==> config.mk <==
export PLATFORM = sky130hd
export DESIGN_NAME = fsp_top
export DESIGN_NICKNAME = d
export VERILOG_FILES = /design/src/pkg/fsp_pkg.sv /design/src/pkg/fsp_key_if.sv /design/src/fsp_key_slots.sv /design/src/fsp_top.sv
export SDC_FILE = /design/constraint.sdc
export NUM_CORES = 1
export LEC_CHECK = 0
export BUFFER_PORTS_ARGS = -buffer_cell sky130_fd_sc_hd__buf_4
export CORE_ASPECT_RATIO = 0.9
export CORE_MARGIN = 1
export CORE_UTILIZATION = 30
export CTS_BUF_LIST = sky130_fd_sc_hd__clkbuf_2 sky130_fd_sc_hd__clkbuf_4 sky130_fd_sc_hd__clkbuf_8
export CTS_CLUSTER_SIZE = 28
export DETAILED_ROUTE_END_ITERATION = 10
export GPL_ROUTABILITY_DRIVEN = 0
export GPL_TIMING_DRIVEN = 1
export PLACE_DENSITY = 0.51
export SLEW_MARGIN = 20
export SYNTH_ARGS = -nofsm -noshare
export SYNTH_HDL_FRONTEND = slang
export SYNTH_HIERARCHICAL = 1
export SYNTH_SLANG_ARGS = --single-unit
==> constraint.sdc <==
create_clock -name clock_i -period 3.1 [get_ports clock_i]
set_input_delay 0.62 -clock clock_i [delete_from_list [all_inputs] [get_ports clock_i]]
set_output_delay 0.62 -clock clock_i [all_outputs]
set_load 0.005 [all_outputs]
==> src/pkg/fsp_pkg.sv <==
// Purpose: shared constants for the flash security and protection block
// Assumes: apb slave, 32-bit data, one register per aligned word
// Notes:   byte offsets below are local to the block's apb window
package fsp_pkg;
    localparam int          APB_AW        = 12;
    localparam int          KEY_SLOTS     = 8;
    localparam logic [11:0] OFS_SECURITY  = 12'h000;
    localparam logic [11:0] OFS_KEYCFG    = 12'h004;
    localparam logic [11:0] OFS_PROT      = 12'h008;
    localparam int          KEY_WRITE_REDIRECT_BIT_BIT    = 5;
    localparam int          LOCK_BIT      = 7;
    localparam int          SIZE_W        = 7;
    localparam logic [15:0] KEY_BASE      = 16'hFFB0;
    localparam logic [15:0] KEY_LAST      = 16'hFFB7;
    localparam logic [1:0]  SEC_UNSECURED = 2'h2;
    // secure until the stored image has been loaded
    localparam logic [1:0]  SEC_RST       = 2'h3;
    localparam logic [7:0]  PROT_RST      = 8'hFF;
    localparam logic [7:0]  KEYCFG_RST    = 8'h00;
endpackage : fsp_pkg

==> src/pkg/fsp_key_if.sv <==
// Purpose: carries key byte writes to the backdoor key store
// Assumes: one clock domain
// Notes:   slots is the whole key, slot 0 in the low byte
interface fsp_key_if;
    logic        wr;
    logic [2:0]  idx;
    logic [7:0]  data;
    logic        clr;
    logic [63:0] slots;
    modport ctrl  (output wr, output idx, output data, output clr, input slots);
    modport store (input wr, input idx, input data, input clr, output slots);
endinterface : fsp_key_if

==> src/fsp_key_slots.sv <==
// Purpose: eight backdoor compare byte slots
// Assumes: writes arrive one byte at a time
// Notes:   cleared after every compare so a stale key cannot be reused
module fsp_key_slots
    import fsp_pkg::*;
(
    input  wire logic clock_i,
    input  wire logic rst_n_i,
    fsp_key_if.store  key
);
    logic [7:0] slot_q [KEY_SLOTS];

    for (genvar g = 0; g < KEY_SLOTS; g++) begin : g_slot
        always_ff @(posedge clock_i or negedge rst_n_i) begin
            if (!rst_n_i) begin
                slot_q[g] <= 8'h00;
            end else if (key.clr) begin
                slot_q[g] <= 8'h00;
            end else if (key.wr && key.idx == 3'(g)) begin
                slot_q[g] <= key.data;
            end
        end
        assign key.slots[8*g +: 8] = slot_q[g];
    end
endmodule : fsp_key_slots

==> src/fsp_top.sv <==
// Purpose: flash security state, key redirect and protection register
// Assumes: flash writes, stored images and debug writes are synchronous
// Notes:   stored images load at the first edge after reset release
// Function
// - only code 1:0 unsecured; key/blank unsecure
// - redirect clear: key range write starts command
// - redirect set: key range writes fill slots
// - stored image copied into protection at first edge after reset release
// - protection register readable at any time
// - unlocked: accept only smaller protected size
// - locked: software writes never change protection
// - debug writes bypass protection write limits
//
// Our own choices: the APB interface to the registers and the placing of the registers.
module fsp_top
    import fsp_pkg::*;
(
    input  wire logic                clock_i,
    input  wire logic                rst_n_i,
    input  wire logic                psel_i,
    input  wire logic                penable_i,
    input  wire logic                pwrite_i,
    input  wire logic [APB_AW-1:0]   paddr_i,
    input  wire logic [31:0]         pwdata_i,
    output logic      [31:0]         prdata_o,
    output logic                     pready_o,
    output logic                     pslverr_o,
    input  wire logic                flash_wr_i,
    input  wire logic [15:0]         flash_addr_i,
    input  wire logic [7:0]          flash_wdata_i,
    input  wire logic [7:0]          nv_prot_i,
    input  wire logic [1:0]          nv_sec_i,
    input  wire logic [63:0]         nv_key_i,
    input  wire logic                key_check_i,
    input  wire logic                blank_ok_i,
    input  wire logic                dbg_prot_wr_i,
    input  wire logic [7:0]          dbg_prot_data_i,
    output logic                     cmd_start_o,
    output logic      [15:0]         cmd_addr_o,
    output logic      [7:0]          cmd_data_o,
    output logic      [1:0]          security_state_o,
    output logic                     unsecured_o,
    output logic      [7:0]          prot_o
);
    fsp_key_if key ();

    fsp_key_slots u_slots (
        .clock_i (clock_i),
        .rst_n_i (rst_n_i),
        .key     (key.store)
    );

    logic        loaded_q;
    logic [1:0]  sec_q;
    logic [7:0]  keycfg_q;
    logic [7:0]  prot_q;
    logic        ready_q;
    logic [31:0] rdata_q;
    logic        err_q;
    logic        cmd_q;
    logic [15:0] cmd_addr_q;
    logic [7:0]  cmd_data_q;
    logic        unsec_q;

    // bus decode; one wait state so every output stays a flop
    wire         access   = psel_i && penable_i;
    wire         done     = access && ready_q;
    wire         hit_sec  = paddr_i == OFS_SECURITY;
    wire         hit_cfg  = paddr_i == OFS_KEYCFG;
    wire         hit_prot = paddr_i == OFS_PROT;
    wire         mapped   = hit_sec || hit_cfg || hit_prot;
    wire         wr_cfg   = done && pwrite_i && hit_cfg;
    wire         wr_prot  = done && pwrite_i && hit_prot;
    wire         redirect = keycfg_q[KEY_WRITE_REDIRECT_BIT_BIT];
    wire         in_key   = flash_addr_i >= KEY_BASE && flash_addr_i <= KEY_LAST;
    wire         key_wr   = flash_wr_i && in_key && redirect;
    wire         start_wr = flash_wr_i && !key_wr;
    wire         key_ok   = key.slots == nv_key_i;
    wire         prot_lock = prot_q[LOCK_BIT];
    wire [SIZE_W-1:0] new_size = pwdata_i[SIZE_W-1:0];
    wire         shrink   = new_size < prot_q[SIZE_W-1:0];
    wire [31:0]  rd_mux   = hit_sec  ? {30'h0, sec_q} :
                            hit_cfg  ? {24'h0, keycfg_q} :
                            hit_prot ? {24'h0, prot_q} : 32'h0;

    assign key.wr   = key_wr;
    assign key.idx  = flash_addr_i[2:0];
    assign key.data = flash_wdata_i;
    assign key.clr  = key_check_i;

    always_ff @(posedge clock_i or negedge rst_n_i) begin
        if (!rst_n_i) begin
            ready_q <= 1'b0;
            rdata_q <= 32'h0;
            err_q   <= 1'b0;
        end else begin
            ready_q <= access && !ready_q;
            rdata_q <= (access && !ready_q && !pwrite_i) ? rd_mux : 32'h0;
            err_q   <= access && !ready_q && !mapped;
        end
    end

    always_ff @(posedge clock_i or negedge rst_n_i) begin
        if (!rst_n_i) begin
            keycfg_q <= KEYCFG_RST;
        end else if (wr_cfg) begin
            keycfg_q <= {2'h0, pwdata_i[KEY_WRITE_REDIRECT_BIT_BIT], 5'h0};
        end
    end

    // load strap-like images only after release, never in the reset branch
    always_ff @(posedge clock_i or negedge rst_n_i) begin
        if (!rst_n_i) begin
            loaded_q <= 1'b0;
        end else begin
            loaded_q <= 1'b1;
        end
    end

    always_ff @(posedge clock_i or negedge rst_n_i) begin
        if (!rst_n_i) begin
            sec_q <= SEC_RST;
        end else if (!loaded_q) begin
            sec_q <= nv_sec_i;
        end else if (blank_ok_i || (key_check_i && key_ok)) begin
            sec_q <= SEC_UNSECURED;
        end
    end

    always_ff @(posedge clock_i or negedge rst_n_i) begin
        if (!rst_n_i) begin
            prot_q <= PROT_RST;
        end else if (!loaded_q) begin
            prot_q <= nv_prot_i;
        end else if (dbg_prot_wr_i) begin
            prot_q <= dbg_prot_data_i;
        end else if (wr_prot && !prot_lock && shrink) begin
            prot_q <= {prot_q[LOCK_BIT], new_size};
        end
    end

    always_ff @(posedge clock_i or negedge rst_n_i) begin
        if (!rst_n_i) begin
            cmd_q      <= 1'b0;
            cmd_addr_q <= 16'h0;
            cmd_data_q <= 8'h00;
            unsec_q    <= 1'b0;
        end else begin
            cmd_q      <= start_wr;
            cmd_addr_q <= start_wr ? flash_addr_i : cmd_addr_q;
            cmd_data_q <= start_wr ? flash_wdata_i : cmd_data_q;
            unsec_q    <= (sec_d_view() == SEC_UNSECURED);
        end
    end

    // mirrors the next security value so the decode flag tracks sec_q exactly
    function automatic logic [1:0] sec_d_view();
        logic [1:0] v;
        v = sec_q;
        if (!loaded_q) begin
            v = nv_sec_i;
        end else if (blank_ok_i || (key_check_i && key_ok)) begin
            v = SEC_UNSECURED;
        end
        return v;
    endfunction : sec_d_view

    assign prdata_o         = rdata_q;
    assign pready_o         = ready_q;
    assign pslverr_o        = err_q;
    assign cmd_start_o      = cmd_q;
    assign cmd_addr_o       = cmd_addr_q;
    assign cmd_data_o       = cmd_data_q;
    assign security_state_o = sec_q;
    assign unsecured_o      = unsec_q;
    assign prot_o           = prot_q;
endmodule : fsp_top

# Word-level counts from Yosys, hierarchy flattened
# Index checks and enable logic that the tools add are counted.
[totals] register_bits=112 output_inout_bits=70 word_cells=102
[op_classes] order_cmp=3 eq_ne=13 n_mux=25 reduce_logical=41
[op_table] cell="$mux W8" count=22
[op_table] cell="$eq A64 B64 Y1" count=1
[op_table] cell="$logic_and A1 B1 Y1" count=23
[op_table] cell="$ge A16 B16 Y1 const B" count=1
[op_table] cell="$le A16 B16 Y1 const B" count=1
[op_table] cell="$reduce_bool A2 Y1" count=8
[op_table] cell="$eq A12 B3 Y1 const B" count=1
[op_table] cell="$eq A12 B4 Y1 const B" count=1
[op_table] cell="$eq A3 B3 Y1 const B" count=4
[op_table] cell="$logic_not A12 Y1" count=1
[op_table] cell="$lt A7 B7 Y1" count=1
[op_table] cell="$mux W7" count=1
[op_table] cell="$eq A3 B2 Y1 const B" count=2
[op_table] cell="$logic_not A1 Y1" count=5
[op_table] cell="$mux W2" count=2
[op_table] cell="$eq A3 B1 Y1 const B" count=1
[op_table] cell="$logic_not A3 Y1" count=1
[op_table] cell="$logic_or A1 B1 Y1" count=3
[op_table] cell="$ne A3 B2 Y1 const B" count=1
[op_table] cell="$eq A2 B2 Y1 const B" count=1
[op_table] cell="$ne A2 B2 Y1 const B" count=1

# Logic depth before layout (Yosys ltp)
[logic_depth] word_depth=9 ltp_mapped=9 ltp_nobuf=8

# Hierarchy
# The synthesis kept the hierarchy.
[modules_own_cells] module="fsp_top" instances=1 cells_each=311 area_each_um2=3114.2 seq_area_each_um2=1213.7
[modules_own_cells] module="fsp_key_slots" instances=1 cells_each=236 area_each_um2=2939.1 seq_area_each_um2=1601.5

# Least setup slack after synthesis
# OpenSTA, ideal clock, no wires.
[synth_timing] path_type="input port to flip-flop" startpoint="input pwdata_i[6]" endpoint="register prot_q[0], in the netlist prot_o[0]" arrival_ns=2.023 required_ns=3.018 slack_ns=0.995 cell_stages=7 path_buffers=1 cell_sequence="ha_1 or4_4 a211oi_2 o311ai_1 nand3b_1 buf_6 mux2_4"
[synth_via] elab_chain_cells=3
[synth_rtl] element="start, declared" line_no="fsp_top.sv:24" rtl="input wire logic [31:0] pwdata_i,"
[synth_rtl] element="$lt A7 B7 Y1" line_no="fsp_top.sv:81" rtl="wire shrink = new_size < prot_q[SIZE_W-1:0];"
[synth_rtl] element="$logic_and A1 B1 Y1" line_no="fsp_top.sv:137" rtl="end else if (wr_prot && !prot_lock && shrink) begin"
[synth_rtl] element="$ne A3 B2 Y1 (no source line)"
[synth_rtl] element="end signal, assigned" line_no="fsp_top.sv:134" rtl="prot_q <= nv_prot_i;"
[synth_rtl] element="end signal, assigned" line_no="fsp_top.sv:136" rtl="prot_q <= dbg_prot_data_i;"
[synth_rtl] element="end signal, assigned" line_no="fsp_top.sv:138" rtl="prot_q <= {prot_q[LOCK_BIT], new_size};"
[synth_rtl] element="end, declared" line_no="fsp_top.sv:56" rtl="logic [7:0] prot_q;"
# No other way between the ends.
# A chain may end at the register's enable or synchronous reset.

# Final worst setup path
[layout_timing] startpoint="register prot_q[6], in the netlist prot_o[6]" endpoint="register prot_q[0], in the netlist prot_o[0]"
[layout_via] elab_chain_cells=3
[layout_rtl] element="$lt A7 B7 Y1" line_no="fsp_top.sv:81"
[layout_rtl] element="$logic_and A1 B1 Y1" line_no="fsp_top.sv:137"
[layout_rtl] element="$ne A3 B2 Y1 (no source line)"
# No other way between the ends.

==> impl_metrics.ini <==
[synth]
ys_ff_latch = 112
synthTopCellsByCount = 102 x dfrtp_1, 80 x mux2i_1, 78 x nand2b_1
synth_edf_count = 0
muxShareOfSynthArea = 0.176
yosysMostFrequentCell = dfrtp_1
synth_simple_gate_area_frac = 0.160
ys_seq_area_frac = 0.465
yosysWarnings = 6
synth_area_leaders = dfrtp_1 42%, mux2i_1 13%, nand2b_1 8.1%, xor2_1 5.2%, dfstp_2 4.3%
synth_top_area_cell = dfrtp_1
syn_inst = 547
synth-adder-area-share = 0.0124
synth-main-ff-cell = dfrtp_1
postSynth.asyncResetShare = 1.00
netlist.area_leader.share = 0.422
synth_top_family_by_area = multiplexers
synth_xor_area_frac = 0.0738
ys_types = 48
synth_compound_area_frac = 0.0358
synth_area_sq_um = 6050
synth_area_per_cell_sq_um = 11.1

[setup_path]
required_ns = 3.42
r2r-start = prot_o[6]
max_stage_delay_ns = 0.54
worstSetupEndpoint = prot_o[0]
startpoint_type = flop
path_max_fanout = 7
worstSetupStartpoint = prot_o[6]
cp-end-kind = flop
worstRegToRegCells = 7
r2r_end = prot_o[0]
cp_data_arrival_time_ns = 2.64
reg2reg_slack_ns = 0.78
crit_type = flop to flop
path_cells = inv_1 > ha_1 > or4_4 > a211oi_2 > o311ai_1 > nand3b_1 > mux2_4
critPathSlowestCell = dfstp_2

[power]
power_switching_mw = 0.748
p_comb_frac = 0.167
pwr-share-clk = 0.303
cellLeakagePower_nw = 4.03
intPower_mw = 2.18
p_per_area_nw_per_um2 = 381
power_frac_seq = 0.530
swShare = 0.255
vdd_ir_drop_max_uv = 233

[clock_tree]
insertion_delay_ns = 0.38
cts_made_buffers = 9
cts_resized = 0
clockBufferDepth = 2
cts-root-buf = clkbuf_8
cts_sinks = 112
cts_hold_buf = 0
cts_setup_buffers = 0
clk_pin_slew_worst_paths_ns = 0.10
htreeDepth = 3
cts_tree = built

[sta]
maxSlewViolCount = 0
hold_viol = 0
grt_setup_unrepaired = false
tightest_slew_ns = 0.712
period_share = 0.749
finalCriticalPeriod_ns = 2.32
fmax_mhz = 431
finalSetupViolCount = 0
relSlewSlack = 0.526
skew_ns = 0.00958
setup_tns_ns = 0

[floorplanning]
io_pins = 229
fp.coreArea_sq_um = 19500
die_x_microns = 152
initial_core_util = 0.311
die_area_sq_um = 20800
dieHeight_microns = 137
row_count = 48

[route]
wirelength_microns = 16500
num_vias = 4434
wl_per_cell_microns = 17.0
first_pass_iters = 4
via_per_inst = 4.59
drc = 0
drt_iter0_drc = 197
antenna_left = 0

[grt]
track_usage = 0.164
grt_antenna_before_repair = 0
grt_max_degree = 54
overflow = 0
grt_pass1_wl_microns = 25300
grt_pass1_vias = 4592

[cells_and_area]
fillerInstances = 1969
multi_input_area_sq_um = 2860
drive_gt1_frac = 0.341
diodes = 0
utilization = 0.396
final_net_count = 877
register_area_sq_um = 2820
area_growth_pct = 27.2

[placed_design]
hpwl_microns = 12600
io_buffers = 179

[job]
cap_viol_max_count = 0

[run_status]
status = finished, final reports clean

[min_path]
worstHoldPathType = input port to async pin
-- state kept, by name, indices dropped and copies added (netlist names) --
signal / cells
pslverr_o: 1
pready_o: 1
keycfg_q: 1
u_slots/key.slots: 64
cmd_data_o: 8
prdata_o: 8
cmd_addr_o: 16
unsecured_o: 1
loaded_q: 1
prot_o: 8
cmd_start_o: 1
security_state_o: 2
-- power groups by stage --
stage	clock, mW	sequential (mW)	combinational, mW
4_1_cts	0.930	1.55	0.499
5_1_grt	0.998	1.56	0.543
3_5_place_dp	0	1.58	0.498
2_1_floorplan	0	1.58	0.213
3_3_place_gp	0	1.58	0.490
6_report	0.888	1.55	0.490
-- kinds of logic (layout without fill, tap and decap cells) --
logic type	after synthesis	in the layout
simple gates	158	158
mux	103	103
compound gates	31	31
other cells	2	25
flops	112	112
xor+xnor	51	51
buf+inv	84	230
fa+ha+maj	6	6
-- worst min-delay path by stage --
| stage | startpoint | depth (start not counted) | endpoint | slack, ns |
|---|---|---|---|---|
| final | rst_n_i | 1 | u_slots/key.slots[40] | 0.26 |
| after global routing | rst_n_i | 1 | u_slots/key.slots[40] | 0.29 |
| after CTS | rst_n_i | 1 | u_slots/key.slots[40] | 0.29 |
| after detailed placement | cmd_addr_o[6] | 2 | cmd_addr_o[6] | 0.47 |
| after global placement | cmd_addr_o[6] | 2 | cmd_addr_o[6] | 0.47 |
| after floorplan | rst_n_i | 0 | cmd_addr_o[0] | 0.32 |
-- layout make-up --
cell class / instances / share of cell area
multi-input combinational: 374 / 0.372
sequential: 112 / 0.366
timing repair buffer: 189 / 0.184
tap: 250 / 0.0406
clock buffer: 10 / 0.0179
inverter: 26 / 0.0127
clock inverter: 5 / 0.00747
-- critical path: cells and delay by family, from the launching register on --
kind                     cells  cell delay, ns
AO/OA/AOI/OAI                2            0.34
flip-flops                   1            0.54
multiplexers                 1            0.34
AND/OR/NAND/NOR              2            0.80
buffers and inverters        1            0.06
adder cells (fa/ha/maj)      1            0.18
-- per-stage QoR --
step / cell area, sq um / hold WS [ns] / cells / total power [mW] / setup slack [ns]
after detailed placement: 7510 / 0.470 / 951 / 2.08 / 0.541
after global routing: 7700 / 0.291 / 966 / 3.10 / 0.665
after floorplan: 6140 / 0.324 / 570 / 1.79 / 0.995
final: 7700 / 0.263 / 966 / 2.93 / 0.779
after global placement: 7510 / 0.466 / 951 / 2.07 / 0.559
after CTS: 7700 / 0.286 / 966 / 2.98 / 0.796
-- cells in the final DEF (no fill, tap or decap), types with 11 or more instances in the layout --
cell type  synthesis  final
buf_4             26    189
conb_1             2     25
dfrtp_1          102    102
inv_1             25     25
mux2_2            22     22
mux2i_1           80     80
nand2_1           14     14
nand2b_1          78     78
nand4_1           11     11
nor2_1            11     11
nor4_1            13     13
xnor2_1           15     15
xor2_1            36     36
-- layer usage --
metal | part of all wire | up-vias | global-route usage
met5 | 0 | - | 0
met4 | 0.0088 | 0 | 0.0341
met3 | 0.054 | 7 | 0.0393
met2 | 0.50 | 125 | 0.267
met1 | 0.44 | 2167 | 0.220
li1 | - | 2135 | -
(Power assumes the default switching activity.)
